<file path="config.mk">
export PLATFORM = sky130hd
export DESIGN_NAME = csc_ctrl
export DESIGN_NICKNAME = d
export VERILOG_FILES = /design/src/verilog/csc_pkg.sv /design/src/verilog/csc_axil_slave.sv /design/src/verilog/csc_ctrl.sv /design/src/verilog/csc_slot_mem.sv
export SDC_FILE = /design/constraint.sdc
export NUM_CORES = 1
export LEC_CHECK = 0
export BUFFER_PORTS_ARGS = -buffer_cell sky130_fd_sc_hd__buf_2
export CAP_MARGIN = 20
export CORE_MARGIN = 3
export CORE_UTILIZATION = 32
export CTS_CLUSTER_DIAMETER = 80
export DETAILED_ROUTE_END_ITERATION = 12
export PLACE_DENSITY = 0.51
export SYNTH_ARGS = -nofsm -noshare
export SYNTH_HDL_FRONTEND = slang
export SYNTH_HIERARCHICAL = 1
export SYNTH_SLANG_ARGS = --single-unit
</file>
<file path="constraint.sdc">
create_clock -name clk -period 2.5 [get_ports clk]
set_clock_uncertainty 0.05 [all_clocks]
set_input_delay 0.25 -clock clk [delete_from_list [all_inputs] [get_ports clk]]
set_output_delay 0.25 -clock clk [all_outputs]
set_load 0.05 [all_outputs]
</file>
<file path="src/verilog/csc_pkg.sv">
// Package: register map, field layout, reset values and state codes
package csc_pkg;

	localparam int CSC_ADDR_W = 12;
	localparam int CSC_DATA_W = 32;
	localparam int CSC_SLOT_W = 2;
	localparam int CSC_NUM_SLOTS = 4;
	localparam int CSC_FMT_W = 3;

	localparam logic [11:0] CSC_OFS_CONT = 12'h614;
	localparam logic [11:0] CSC_OFS_SAVE = 12'h618;
	localparam logic [11:0] CSC_OFS_SINGLE = 12'h61c;
	localparam logic [11:0] CSC_OFS_SAVE_SLOT = 12'h620;
	localparam logic [11:0] CSC_OFS_LOAD_SLOT = 12'h624;

	localparam int CSC_BIT_CONT = 0;
	localparam int CSC_BIT_SAVE = 0;
	localparam int CSC_BIT_SINGLE = 0;
	localparam int CSC_BIT_MULTI = 1;
	localparam int CSC_CNT_LSB = 16;
	localparam int CSC_SLOT_LSB = 0;

	localparam logic CSC_RST_CONT = 1'b0;
	localparam logic CSC_RST_SINGLE = 1'b0;
	localparam logic [1:0] CSC_RST_SAVE_SLOT = 2'h1;
	localparam logic [1:0] CSC_RST_LOAD_SLOT = 2'h0;

	localparam logic [2:0] CSC_FMT_ZERO = 3'h0;
	localparam logic [2:0] CSC_FMT_SEVEN = 3'h7;
	localparam logic [1:0] CSC_SLOT_FACTORY = 2'h0;

	localparam logic [1:0] CSC_RESP_OKAY = 2'h0;
	localparam logic [1:0] CSC_RESP_SLVERR = 2'h2;

	typedef enum logic [2:0] {
		CSC_ST_IDLE = 3'b001,
		CSC_ST_STREAM = 3'b010,
		CSC_ST_SINGLE = 3'b100
	} csc_tx_state_t;

	// Transmission allowed only in format 0 or format 7
	function automatic logic csc_fmt_ok(input logic [2:0] fmt);
		return (fmt == CSC_FMT_ZERO) || (fmt == CSC_FMT_SEVEN);
	endfunction

	// Slot number fits in the slot field, upper bits all zero
	function automatic logic csc_slot_ok(input logic [31:0] val);
		return val[31:CSC_SLOT_W] == '0;
	endfunction

endpackage

</file>
<file path="src/verilog/csc_axil_slave.sv">
// AXI4-Lite slave front end: one write and one read in flight
`timescale 1ns/1ps
module csc_axil_slave
	import csc_pkg::*;
(
	input wire logic clk,
	input wire logic resetn,
	input wire logic [csc_pkg::CSC_ADDR_W-1:0] s_axi_awaddr,
	input wire logic s_axi_awvalid,
	output logic s_axi_awready,
	input wire logic [csc_pkg::CSC_DATA_W-1:0] s_axi_wdata,
	input wire logic [3:0] s_axi_wstrb,
	input wire logic s_axi_wvalid,
	output logic s_axi_wready,
	output logic [1:0] s_axi_bresp,
	output logic s_axi_bvalid,
	input wire logic s_axi_bready,
	input wire logic [csc_pkg::CSC_ADDR_W-1:0] s_axi_araddr,
	input wire logic s_axi_arvalid,
	output logic s_axi_arready,
	output logic [csc_pkg::CSC_DATA_W-1:0] s_axi_rdata,
	output logic [1:0] s_axi_rresp,
	output logic s_axi_rvalid,
	input wire logic s_axi_rready,
	output logic wr_en,
	output logic [csc_pkg::CSC_ADDR_W-1:0] wr_addr,
	output logic [csc_pkg::CSC_DATA_W-1:0] wr_data,
	output logic [3:0] wr_strb,
	input wire logic wr_err,
	output logic rd_en,
	output logic [csc_pkg::CSC_ADDR_W-1:0] rd_addr,
	input wire logic [csc_pkg::CSC_DATA_W-1:0] rd_data,
	input wire logic rd_err
);
	typedef struct packed {
		logic awready;
		logic wready;
		logic bvalid;
		logic [1:0] bresp;
		logic arready;
		logic rvalid;
		logic [CSC_DATA_W-1:0] rdata;
		logic [1:0] rresp;
		logic aw_ok;
		logic w_ok;
		logic ar_ok;
		logic [CSC_ADDR_W-1:0] waddr;
		logic [CSC_DATA_W-1:0] wdata;
		logic [3:0] wstrb;
		logic [CSC_ADDR_W-1:0] raddr;
	} csc_axi_state_t;

	csc_axi_state_t q, d;

	assign wr_en = q.aw_ok && q.w_ok && !q.bvalid;
	assign rd_en = q.ar_ok && !q.rvalid;

	always_comb begin
		d = q;
		if (s_axi_awvalid && q.awready) begin
			d.aw_ok = 1'b1;
			d.waddr = s_axi_awaddr;
		end
		if (s_axi_wvalid && q.wready) begin
			d.w_ok = 1'b1;
			d.wdata = s_axi_wdata;
			d.wstrb = s_axi_wstrb;
		end
		if (wr_en) begin
			d.aw_ok = 1'b0;
			d.w_ok = 1'b0;
			d.bvalid = 1'b1;
			d.bresp = wr_err ? CSC_RESP_SLVERR : CSC_RESP_OKAY;
		end
		if (q.bvalid && s_axi_bready) begin
			d.bvalid = 1'b0;
		end
		d.awready = !d.aw_ok && !d.bvalid;
		d.wready = !d.w_ok && !d.bvalid;
		if (s_axi_arvalid && q.arready) begin
			d.ar_ok = 1'b1;
			d.raddr = s_axi_araddr;
		end
		if (rd_en) begin
			d.ar_ok = 1'b0;
			d.rvalid = 1'b1;
			d.rdata = rd_data;
			d.rresp = rd_err ? CSC_RESP_SLVERR : CSC_RESP_OKAY;
		end
		if (q.rvalid && s_axi_rready) begin
			d.rvalid = 1'b0;
		end
		d.arready = !d.ar_ok && !d.rvalid;
	end

	always_ff @(posedge clk) begin
		if (!resetn) begin
			q <= '0;
		end else begin
			q <= d;
		end
	end

	assign s_axi_awready = q.awready;
	assign s_axi_wready = q.wready;
	assign s_axi_bvalid = q.bvalid;
	assign s_axi_bresp = q.bresp;
	assign s_axi_arready = q.arready;
	assign s_axi_rvalid = q.rvalid;
	assign s_axi_rdata = q.rdata;
	assign s_axi_rresp = q.rresp;
	assign wr_addr = q.waddr;
	assign wr_data = q.wdata;
	assign wr_strb = q.wstrb;
	assign rd_addr = q.raddr;

endmodule

</file>
<file path="src/verilog/csc_ctrl.sv">
// Capture and settings slot control: register group and transmit FSM
`timescale 1ns/1ps
module csc_ctrl
	import csc_pkg::*;
#(
	parameter int CFG_W = 32,
	parameter logic [CFG_W-1:0] CFG_DEFAULT = '0
) (
	input wire logic clk,
	input wire logic resetn,
	input wire logic [csc_pkg::CSC_ADDR_W-1:0] s_axi_awaddr,
	input wire logic s_axi_awvalid,
	output logic s_axi_awready,
	input wire logic [csc_pkg::CSC_DATA_W-1:0] s_axi_wdata,
	input wire logic [3:0] s_axi_wstrb,
	input wire logic s_axi_wvalid,
	output logic s_axi_wready,
	output logic [1:0] s_axi_bresp,
	output logic s_axi_bvalid,
	input wire logic s_axi_bready,
	input wire logic [csc_pkg::CSC_ADDR_W-1:0] s_axi_araddr,
	input wire logic s_axi_arvalid,
	output logic s_axi_arready,
	output logic [csc_pkg::CSC_DATA_W-1:0] s_axi_rdata,
	output logic [1:0] s_axi_rresp,
	output logic s_axi_rvalid,
	input wire logic s_axi_rready,
	input wire logic [csc_pkg::CSC_FMT_W-1:0] video_format,
	input wire logic frame_done,
	input wire logic [CFG_W-1:0] cfg_work,
	output logic stream_en,
	output logic frame_req,
	output logic cfg_load_valid,
	output logic [CFG_W-1:0] cfg_load_data
);
	import csc_pkg::*;

	////////////////////////////////////////////////////////////////////////
	// State

	typedef struct packed {
		csc_tx_state_t fsm;
		logic cont;
		logic single;
		logic [CSC_SLOT_W-1:0] save_slot;
		logic [CSC_SLOT_W-1:0] cur_slot;
		logic stream_en;
		logic frame_req;
		logic load_pend;
		logic [CSC_SLOT_W-1:0] load_slot;
		logic load_valid;
		logic [CFG_W-1:0] load_data;
	} csc_ctrl_state_t;

	csc_ctrl_state_t q, d;

	logic wr_en;
	logic [CSC_ADDR_W-1:0] wr_addr;
	logic [CSC_DATA_W-1:0] wr_data;
	logic [3:0] wr_strb;
	logic wr_err;
	logic rd_en;
	logic [CSC_ADDR_W-1:0] rd_addr;
	logic [CSC_DATA_W-1:0] rd_data;
	logic rd_err;
	logic fmt_ok;
	logic wr_lane0;
	logic wr_cont;
	logic wr_save;
	logic wr_single;
	logic wr_save_slot;
	logic wr_load_slot;
	logic mem_we;
	logic [CFG_W-1:0] mem_rdata;

	////////////////////////////////////////////////////////////////////////
	// Bus front end and slot storage

	csc_axil_slave u_bus (
		.clk(clk),
		.resetn(resetn),
		.s_axi_awaddr(s_axi_awaddr),
		.s_axi_awvalid(s_axi_awvalid),
		.s_axi_awready(s_axi_awready),
		.s_axi_wdata(s_axi_wdata),
		.s_axi_wstrb(s_axi_wstrb),
		.s_axi_wvalid(s_axi_wvalid),
		.s_axi_wready(s_axi_wready),
		.s_axi_bresp(s_axi_bresp),
		.s_axi_bvalid(s_axi_bvalid),
		.s_axi_bready(s_axi_bready),
		.s_axi_araddr(s_axi_araddr),
		.s_axi_arvalid(s_axi_arvalid),
		.s_axi_arready(s_axi_arready),
		.s_axi_rdata(s_axi_rdata),
		.s_axi_rresp(s_axi_rresp),
		.s_axi_rvalid(s_axi_rvalid),
		.s_axi_rready(s_axi_rready),
		.wr_en(wr_en),
		.wr_addr(wr_addr),
		.wr_data(wr_data),
		.wr_strb(wr_strb),
		.wr_err(wr_err),
		.rd_en(rd_en),
		.rd_addr(rd_addr),
		.rd_data(rd_data),
		.rd_err(rd_err)
	);

	csc_slot_mem #(
		.CFG_W(CFG_W),
		.NUM_SLOTS(CSC_NUM_SLOTS),
		.CFG_DEFAULT(CFG_DEFAULT)
	) u_slots (
		.clk(clk),
		.resetn(resetn),
		.we(mem_we),
		.waddr(q.save_slot),
		.wdata(cfg_work),
		.raddr(q.load_slot),
		.rdata(mem_rdata)
	);

	////////////////////////////////////////////////////////////////////////
	// Write decode

	assign fmt_ok = csc_fmt_ok(video_format);
	assign wr_lane0 = wr_en && wr_strb[0];

	always_comb begin
		wr_cont = 1'b0;
		wr_save = 1'b0;
		wr_single = 1'b0;
		wr_save_slot = 1'b0;
		wr_load_slot = 1'b0;
		wr_err = 1'b0;
		case ({wr_addr[CSC_ADDR_W-1:2], 2'b00})
			CSC_OFS_CONT: wr_cont = wr_lane0;
			CSC_OFS_SAVE: wr_save = wr_lane0;
			CSC_OFS_SINGLE: wr_single = wr_lane0;
			CSC_OFS_SAVE_SLOT: wr_save_slot = wr_lane0;
			CSC_OFS_LOAD_SLOT: wr_load_slot = wr_lane0;
			default: wr_err = 1'b1;
		endcase
	end

	// Slot 0 is the factory set and never a save target
	assign mem_we = wr_save && wr_data[CSC_BIT_SAVE]
		&& (q.save_slot != CSC_SLOT_FACTORY);

	////////////////////////////////////////////////////////////////////////
	// Read decode

	always_comb begin
		rd_data = '0;
		rd_err = 1'b0;
		case ({rd_addr[CSC_ADDR_W-1:2], 2'b00})
			CSC_OFS_CONT: rd_data[CSC_BIT_CONT] = q.cont;
			CSC_OFS_SAVE: rd_data = '0;
			CSC_OFS_SINGLE: rd_data[CSC_BIT_SINGLE] = q.single;
			CSC_OFS_SAVE_SLOT:
				rd_data[CSC_SLOT_LSB +: CSC_SLOT_W] = q.save_slot;
			CSC_OFS_LOAD_SLOT:
				rd_data[CSC_SLOT_LSB +: CSC_SLOT_W] = q.cur_slot;
			default: rd_err = 1'b1;
		endcase
	end

	////////////////////////////////////////////////////////////////////////
	// Next state

	always_comb begin
		d = q;
		d.frame_req = 1'b0;
		d.load_valid = 1'b0;
		if (wr_cont) begin
			d.cont = wr_data[CSC_BIT_CONT];
		end
		// Only bit 0 matters; multi-frame bit and count ignored
		if (wr_single && wr_data[CSC_BIT_SINGLE] && fmt_ok && !q.single
			&& !q.cont && q.fsm == CSC_ST_IDLE) begin
			d.single = 1'b1;
		end
		if (wr_save_slot && csc_slot_ok(wr_data)) begin
			d.save_slot = wr_data[CSC_SLOT_LSB +: CSC_SLOT_W];
		end
		if (q.load_pend) begin
			d.load_pend = 1'b0;
			d.load_valid = 1'b1;
			d.load_data = mem_rdata;
			d.cur_slot = q.load_slot;
		end
		// New request wins over one that is finishing
		if (wr_load_slot && csc_slot_ok(wr_data)) begin
			d.load_pend = 1'b1;
			d.load_slot = wr_data[CSC_SLOT_LSB +: CSC_SLOT_W];
		end
		unique case (q.fsm)
			CSC_ST_IDLE: begin
				if (q.cont && fmt_ok) begin
					d.fsm = CSC_ST_STREAM;
				end else if (q.single) begin
					d.fsm = CSC_ST_SINGLE;
					d.frame_req = 1'b1;
				end
			end
			CSC_ST_STREAM: begin
				if (!q.cont || !fmt_ok) begin
					d.fsm = CSC_ST_IDLE;
				end
			end
			CSC_ST_SINGLE: begin
				if (frame_done) begin
					d.single = 1'b0;
					d.fsm = CSC_ST_IDLE;
				end
			end
			default: d.fsm = CSC_ST_IDLE;
		endcase
		d.stream_en = (d.fsm == CSC_ST_STREAM);
	end

	always_ff @(posedge clk) begin
		if (!resetn) begin
			q <= '0;
			q.fsm <= CSC_ST_IDLE;
			q.cont <= CSC_RST_CONT;
			q.single <= CSC_RST_SINGLE;
			q.save_slot <= CSC_RST_SAVE_SLOT;
			q.cur_slot <= CSC_RST_LOAD_SLOT;
		end else begin
			q <= d;
		end
	end

	assign stream_en = q.stream_en;
	assign frame_req = q.frame_req;
	assign cfg_load_valid = q.load_valid;
	assign cfg_load_data = q.load_data;

	////////////////////////////////////////////////////////////////////////
	// Checks

	logic [1:0] req_cnt_q;

	always_ff @(posedge clk) begin
		if (!resetn || !q.single) begin
			req_cnt_q <= 2'h0;
		end else if (q.frame_req && req_cnt_q != 2'h3) begin
			req_cnt_q <= req_cnt_q + 2'h1;
		end
	end
endmodule

</file>
<file path="src/verilog/csc_slot_mem.sv">
// Settings slots: one factory slot and user slots, held in flops
`timescale 1ns/1ps
module csc_slot_mem #(
	parameter int CFG_W = 32,
	parameter int NUM_SLOTS = 4,
	parameter logic [CFG_W-1:0] CFG_DEFAULT = '0
) (
	input wire logic clk,
	input wire logic resetn,
	input wire logic we,
	input wire logic [1:0] waddr,
	input wire logic [CFG_W-1:0] wdata,
	input wire logic [1:0] raddr,
	output logic [CFG_W-1:0] rdata
);
	typedef struct packed {
		logic [NUM_SLOTS-1:0][CFG_W-1:0] slot;
	} csc_mem_state_t;

	csc_mem_state_t q, d;

	always_comb begin
		d = q;
		if (we) begin
			d.slot[waddr] = wdata;
		end
	end

	always_ff @(posedge clk) begin
		if (!resetn) begin
			q <= {NUM_SLOTS{CFG_DEFAULT}};
		end else begin
			q <= d;
		end
	end

	assign rdata = q.slot[raddr];

endmodule
</file>
# Word level (Yosys, flattened, before mapping)
# Index checks and enable logic that the tools add are counted.
# W data, S select, Z words.
# totals
ff_bits,246
elab_cells,125
out_inout_bits,76
in_bits,103
# op_classes
magnitude_cmp,3
n_reduce_logical,41
eq_ne,15
n_bitwise,2
mux,34
# ops
operator,n
$bwmux W128,1
$eq A10 B9 Y1 const B,10
$bmux W32 S2,1
$demux W32 S2,1
$mux W32,2
$mux W35,1
$mux W33,1
$logic_not A30 Y1,1
$logic_and A1 B1 Y1,23
$mux W3,6
$mux W1,15
$logic_not A1 Y1,10
$reduce_or A5 Y1,2
$pmux W3 S3,1
$eq A3 B2 Y1 const B,2
$eq A3 B3 Y1 const B,2
$lt A2 B3 Y1 const B,2
$mux W2,3
$pmux W1 S4,1
$eq A3 B1 Y1 const B,1
$logic_not A3 Y1,1
$reduce_or A3 Y1,1
$ge A2 B1 Y1 const B,1
$logic_or A1 B1 Y1,2
other kinds (3),4

# Depth between registers and ports, before layout
# Gate-level depths: netlist of run 1.
# depth
depth_word,12
ltp_mapped,9
ltp_nobuf,7

# By module
# Netlist of run 1, hierarchy kept.
# by_module_without_submodules
module,area_each_um2,cells_each,seq_area_each_um2,n_inst
csc_slot_mem,5534.1,493,2562.5,1
csc_axil_slave,4528.1,536,2042.0,1
csc_ctrl,2223.4,247,940.9,1

# Worst setup path before layout of run 1
# OpenSTA, ideal clock, no wires.
# synth_path
kind,flip-flop to flip-flop
from,register u_bus.q (netlist bit u_bus/s_axi_bvalid)
to,register u_slots/q[10] (netlist bit)
stages_incl_launch_ff,10
slack_ns,0.468
required_time_ns,2.378
synth_period_minus_slack_ns,2.032
setup_ns,0.072
arrival_ns,1.910
path_buffers,2
cell_sequence,dfxtp_1 > nand3b_1 > inv_1 > nand2_1 > nor2_1 > o211a_1 > nor3b_2 > buf_4 > buf_6 > mux2i_1
# synth_between
elab_chain_cells,6
# synth_lines
item,line_no,text
start: declaration,csc_axil_slave.sv:53,"csc_axi_state_t q, d;"
start signal: assignment,csc_axil_slave.sv:98,q <= '0;
start signal: assignment,csc_axil_slave.sv:100,q <= d;
$logic_not A1 Y1,csc_axil_slave.sv:55,assign wr_en = q.aw_ok && q.w_ok && !q.bvalid;
$logic_and A1 B1 Y1,csc_axil_slave.sv:55,
named net wr_en,csc_ctrl.sv:57,logic wr_en;
$logic_and A1 B1 Y1,csc_ctrl.sv:128,assign wr_lane0 = wr_en && wr_strb[0];
$mux W1,csc_ctrl.sv:137,"case ({wr_addr[CSC_ADDR_W-1:2], 2'b00})"
$logic_and A1 B1 Y1,csc_ctrl.sv:148,assign mem_we = wr_save && wr_data[CSC_BIT_SAVE]
$logic_and A1 B1 Y1,csc_ctrl.sv:149,&& (q.save_slot != CSC_SLOT_FACTORY);
named net mem_we,csc_ctrl.sv:73,logic mem_we;
end signal: assignment,csc_slot_mem.sv:31,q <= {NUM_SLOTS{CFG_DEFAULT}};
end: declaration,csc_slot_mem.sv:20,"csc_mem_state_t q, d;"
# The timed path passes the listed nets, and every way through them passes these cells.
# A chain may end at the register's enable or synchronous reset.

# Final worst setup path of run 1
# layout_path
from,register u_bus.q (netlist bit u_bus/wr_addr[7])
to,register u_slots/q[8] (netlist bit)
# layout_between
elab_chain_cells,4
# layout_lines
item,line_no
$eq A10 B9 Y1,csc_ctrl.sv:137
$mux W1,csc_ctrl.sv:137
$logic_and A1 B1 Y1,csc_ctrl.sv:148
$logic_and A1 B1 Y1,csc_ctrl.sv:149
named net mem_we,csc_ctrl.sv:73
# The timed path passes the listed nets, and every way through them passes these cells.

==> flow_metrics.py, run 1 <==
metrics = {
    "grt": {
        "grt_pass1_wl_um": 44540,
        "grt_antenna_before_repair": 0,
        "grt_pass1_vias": 8477,
        "grt_max_degree": 94,
        "grt_usage_pct": 13.77,
        "overflow": 0,
    },
    "critical_path": {
        "path_cells": "nor4b_2 > nand2_1 > nor3_2 > o211a_1 > nor3b_4 > clkbuf_16 > mux2i_1",
        "critPathKind": "reg -> reg",
        "rr_startpoint": "u_bus/wr_addr[7]",
        "reg2reg_slack_ps": 240,
        "startpoint_type": "register",
        "arrival_ps": 2680,
        "ff2ff_path_depth": 7,
        "crit_start": "u_bus/wr_addr[7]",
        "crit_slowest_cell": "nor4b_2",
        "end_kind": "register",
        "slowest_delay_ps": 370,
        "required_ps": 2920,
        "cp_max_fo": 32,
        "r2r_end": "u_slots/q[8]",
    },
    "routing": {
        "routed_via_density": 4.467,
        "wl_um": 27600,
        "drt_iter0_markers": 314,
        "wl_met2_um": 13280,
        "routedLengthMet1_um": 12560,
        "firstDrtPassIters": 4,
        "top_layer_used": "met4",
        "ant_nets": 0,
        "wire_per_inst_um": 14.78,
        "via_count": 8345,
        "drc": 0,
        "wl_met3_um": 1095,
    },
    "cts": {
        "h-tree-depth": 1,
        "cts_max_path_buffers": 3,
        "cts-root-buf": "clkbuf_16",
        "cts_made_buffers": 31,
        "cts_setup_buffers": 0,
        "cts_tree": "done",
        "cts.sinks": 270,
        "cts.clk_slew.worst_paths_ps": 60,
        "clk_latency_ps": 560,
    },
    "floorplan": {
        "core_area_um2": 36790,
        "core.rowCount": 70,
        "ioPinCount": 179,
        "die_x_um": 199.6,
        "die_h_um": 199.6,
        "dieArea_um2": 39820,
        "start_util_pct": 32.59,
    },
    "final_layout": {
        "fin_area_um2": 14220,
        "ff_latch_area_um2": 5409,
        "final_common_cell": "nand2_1",
        "finalNonFillerCells": 1868,
        "drive_gt1_share_pct": 19.79,
        "multi_input_area_um2": 5218,
        "most-common-layout-cells": "nand2_1, dfxtp_1, buf_2, mux2i_1, dlygate4sd3_1",
        "fillerInstances": 3685,
        "area_growth_pct": 18.62,
        "n_antenna_cell": 0,
        "fin_nets": 1480,
    },
    "timing": {
        "fin_crit_sh_pct": 90.57,
        "finalSetupTns_ps": 0,
        "setup_slack_ps": 235.8,
        "hold_viol_final": 0,
        "finalMaxSlewViolations": 0,
        "tightest_slew_ps": 654.9,
        "rsz0062_at_grt": "false",
        "min_period_ps": 2264,
        "fmax_mhz": 441.6,
        "max-slew-margin-rel_pct": 56.18,
        "setup_viol": 0,
    },
    "place": {
        "gp_congestion": 0.7111,
        "hpwl_um": 17240,
        "io_buffers": 169,
        "placed_area_um2": 12330,
        "post-place-cells": 1727,
        "place_ws_ps": 115.4,
    },
    "min_path": {
        "whs_path_depth": 3,
        "hp-class": "in -> reg",
        "holdPathEnd": "u_slots/q[54]",
        "hold_start": "cfg_work[22]",
    },
    "power_and_ir_drop": {
        "power_uw": 9578,
        "power.density_nw_per_um2": 673.6,
        "p_leak_uw": 0.006098,
        "ir_drop_uv": 449.2,
    },
    "outcome": {
        "status": "completed",
    },
    "synth": {
        "netlist_instances": 1241,
        "ys_warn_count": 6,
        "avgSynthCellArea_um2": 9.660,
        "synth_area_um2": 11990,
    },
    "flow_run": {
        "max_cap_violations": 0,
    },
}
layout make-up:
class                   count  share of cell area [%]
repair buffers            273                   13.72
clock buffers              51                   6.687
clock inverters             5                  0.5543
inverters                   6                  0.1936
well taps                 468                   4.118
flip-flops and latches    270                   38.04
multi-input cells         795                   36.69
worst max-delay path by stage:
stage / to / depth (start not counted)
2_1_floorplan: u_slots/q[10] / 9
3_3_place_gp: u_slots/q[11] / 7
3_5_place_dp: u_slots/q[3] / 7
4_1_cts: u_slots/q[3] / 7
5_1_grt: u_slots/q[15] / 7
6_report: u_slots/q[8] / 7
power breakdown:
part | total, µW | switching (µW) | internal [µW]
clock | 4550 | 1770 | 2770
sequential | 4410 | 39.4 | 4370
combinational | 621 | 368 | 253
metrics by stage:
step                util (%)  hold WS, ps
global route           38.66        39.69
floorplan                  -        271.8
global placement       33.52        388.3
finish                 38.66        31.12
CTS                    38.63        2.221
detailed placement     33.52        391.6
registers in the layout, summed over array words and instances, names as in the netlist, 3 cells and up:
register           count
cfg_load_data         32
q                     12
u_bus/q                3
u_bus/rd_addr         10
u_bus/s_axi_rdata     32
u_bus/wr_addr         10
u_bus/wr_data         32
u_slots/q            128
worst max-delay path, delay by kind of cell (launching register included):
| family | cells | cell delay, ps |
|---|---|---|
| multiplexers | 1 | 210 |
| buffers and inverters | 1 | 310 |
| AND/OR/NAND/NOR | 4 | 1010 |
| flip-flops | 1 | 320 |
| AO/OA/AOI/OAI | 1 | 270 |
repair_timing:
item	4_1_cts	5_1_grt
hold buffers	85	0
endpoints found under the setup margin	0	32
gates resized for setup	0	2
hold endpoints to repair	171	0
per-layer routing:
| layer | up-vias | global-route usage, % |
|---|---|---|
| met5 | - | 0 |
| met4 | 0 | 3.825 |
| met3 | 46 | 2.613 |
| met2 | 127 | 24.12 |
| met1 | 3900 | 17.37 |
| li1 | 4272 | - |
Note: power is estimated with default switching activity, not from simulation.
==> run 2: changes to the inputs <==
--- a/config.mk
+++ b/config.mk
@@ -7,11 +7,12 @@
 export LEC_CHECK = 0
 export BUFFER_PORTS_ARGS = -buffer_cell sky130_fd_sc_hd__buf_2
 export CAP_MARGIN = 20
-export CORE_MARGIN = 3
+export CELL_PAD_IN_SITES_DETAIL_PLACEMENT = 1
+export CELL_PAD_IN_SITES_GLOBAL_PLACEMENT = 1
 export CORE_UTILIZATION = 32
 export CTS_CLUSTER_DIAMETER = 80
 export DETAILED_ROUTE_END_ITERATION = 12
-export PLACE_DENSITY = 0.51
+export PLACE_DENSITY = 0.62
 export SYNTH_ARGS = -nofsm -noshare
 export SYNTH_HDL_FRONTEND = slang
 export SYNTH_HIERARCHICAL = 1
==> flow_metrics.py, run 2 (synthesis results as in run 1) <==
metrics = {
    "critical_path": {
        "r2r_end": "u_slots/q[8]",
        "critPathKind": "reg -> reg",
        "startpoint_type": "register",
        "endpoint": "u_slots/q[8]",
        "reg2reg_slack_ps": 170,
        "ff2ff_path_depth": 7,
        "rr_startpoint": "u_bus/wr_addr[7]",
        "end_kind": "register",
        "arrival_ps": 2740,
        "crit_start": "u_bus/wr_addr[7]",
        "required_ps": 2910,
        "cp_max_fo": 32,
    },
    "cts": {
        "cts_tree": "done",
        "cts.sinks": 270,
        "clk_latency_ps": 550,
        "cts.clk_slew.worst_paths_ps": 60,
        "h-tree-depth": 1,
        "cts_made_buffers": 31,
        "cts_max_path_buffers": 3,
        "cts-root-buf": "clkbuf_16",
    },
    "timing": {
        "holdWs_ps": 34.09,
        "fin_crit_sh_pct": 93.11,
        "max-slew-margin-rel_pct": 56.10,
        "hold_viol_final": 0,
        "finalMaxSlewViolations": 0,
        "rsz0062_at_grt": "false",
        "tightest_slew_ps": 658.6,
        "fmax_mhz": 429.6,
        "setup_slack_ps": 172.1,
        "finalSetupTns_ps": 0,
        "setup_viol": 0,
        "min_period_ps": 2328,
    },
    "final_layout": {
        "largest_reg_flops": 128,
        "drive_gt1_share_pct": 19.11,
        "most-common-layout-cells": "nand2_1, dfxtp_1, buf_2, mux2i_1, dlygate4sd3_1",
        "fin_nets": 1497,
        "final_util_pct": 39.10,
        "n_antenna_cell": 0,
        "area_growth_pct": 19.68,
        "fin_area_um2": 14350,
        "final_common_cell": "nand2_1",
        "regMostFlops": "u_slots/q",
    },
    "routing": {
        "firstDrtPassIters": 4,
        "via_count": 8588,
        "wl_um": 29750,
        "routed_via_density": 4.566,
        "wire_per_inst_um": 15.82,
        "ant_nets": 0,
        "drt_iter0_markers": 266,
        "drc": 0,
    },
    "grt": {
        "grt_max_degree": 95,
        "overflow": 0,
        "grt_antenna_before_repair": 0,
        "use_met2_pct": 27.50,
        "grt_usage_pct": 15.51,
        "use_met3_pct": 2.401,
        "grt_pass1_vias": 9015,
        "grt_pass1_wl_um": 47590,
        "grt-busiest-layer": "met2",
        "gr-usage-met1_pct": 19.60,
    },
    "place": {
        "gp_congestion": 0.6953,
        "placed_area_um2": 12310,
        "io_buffers": 169,
        "place_ws_ps": 99.56,
        "hpwl_um": 18190,
    },
    "power_and_ir_drop": {
        "p_leak_uw": 0.006181,
        "power.density_nw_per_um2": 661.3,
        "ir_drop_uv": 527.4,
    },
    "floorplan": {
        "start_util_pct": 32.67,
        "core.rowCount": 70,
        "dieArea_um2": 38240,
        "ioPinCount": 179,
        "core_area_um2": 36700,
        "die_h_um": 195.6,
        "die_x_um": 195.6,
    },
    "min_path": {
        "hp-class": "in -> reg",
    },
    "flow_run": {
        "max_cap_violations": 0,
    },
    "outcome": {
        "status": "completed",
    },
}
## run 2: worst min-delay path by stage
stage / start / end / slack, ps / cells past startpoint
CTS: cfg_work[4] / u_slots/q[36] / 6 / 3
detailed placement: u_bus/s_axi_rdata[20] / u_bus/s_axi_rdata[20] / 400 / 2
finish: cfg_work[4] / u_slots/q[4] / 30 / 3
global placement: u_bus/s_axi_rdata[23] / u_bus/s_axi_rdata[23] / 390 / 2
floorplan: resetn / q[40] / 270 / 1
global route: cfg_work[4] / u_slots/q[100] / 40 / 3
## run 2: repair_timing
action / CTS / global route
hold buffers: 105 / 0
buffers inserted: 0 / 0
setup endpoints to repair: 0 / 17
resized for setup: 0 / 2
endpoints found under the hold margin: 176 / 0
## run 2: critical path, stage by stage (launching register included)
cell       delay, ps
dfxtp_1          320
nor4b_2          360
nand2_1          160
nor3_2           250
o211a_1          260
nor3b_4          230
clkbuf_16        320
mux2i_1          270
## run 2: layout make-up
class,count,area [µm²]
Clock inverter,4,70.07
Sequential cell,270,5409
Fill cell,4194,22350
Timing Repair Buffer,290,2128
Inverter,6,27.53
Multi-Input combinational cell,795,5218
Clock buffer,48,909.6
Tap cell,468,585.6
## run 2: routing by layer
layer,vias to the layer above,part of all wire [%]
met4,0,1.8
met2,130,49
met3,40,3.0
li1,4289,-
met5,-,0
met1,4129,47
## run 2: stage by stage
stage / total power (µW) / cells
after floorplan: 4934 / 1271
after global placement: 5028 / 1724
after detailed placement: 5035 / 1724
after CTS: 9672 / 1881
after global routing: 9870 / 1881
final: 9488 / 1881
## run 2: power breakdown
group	internal, µW	leakage, µW	switching (µW)
combinational	270	0.00352	380
sequential	4370	0.00218	41.1
clock	2670	0.000480	1760
total	7310	0.00618	2180
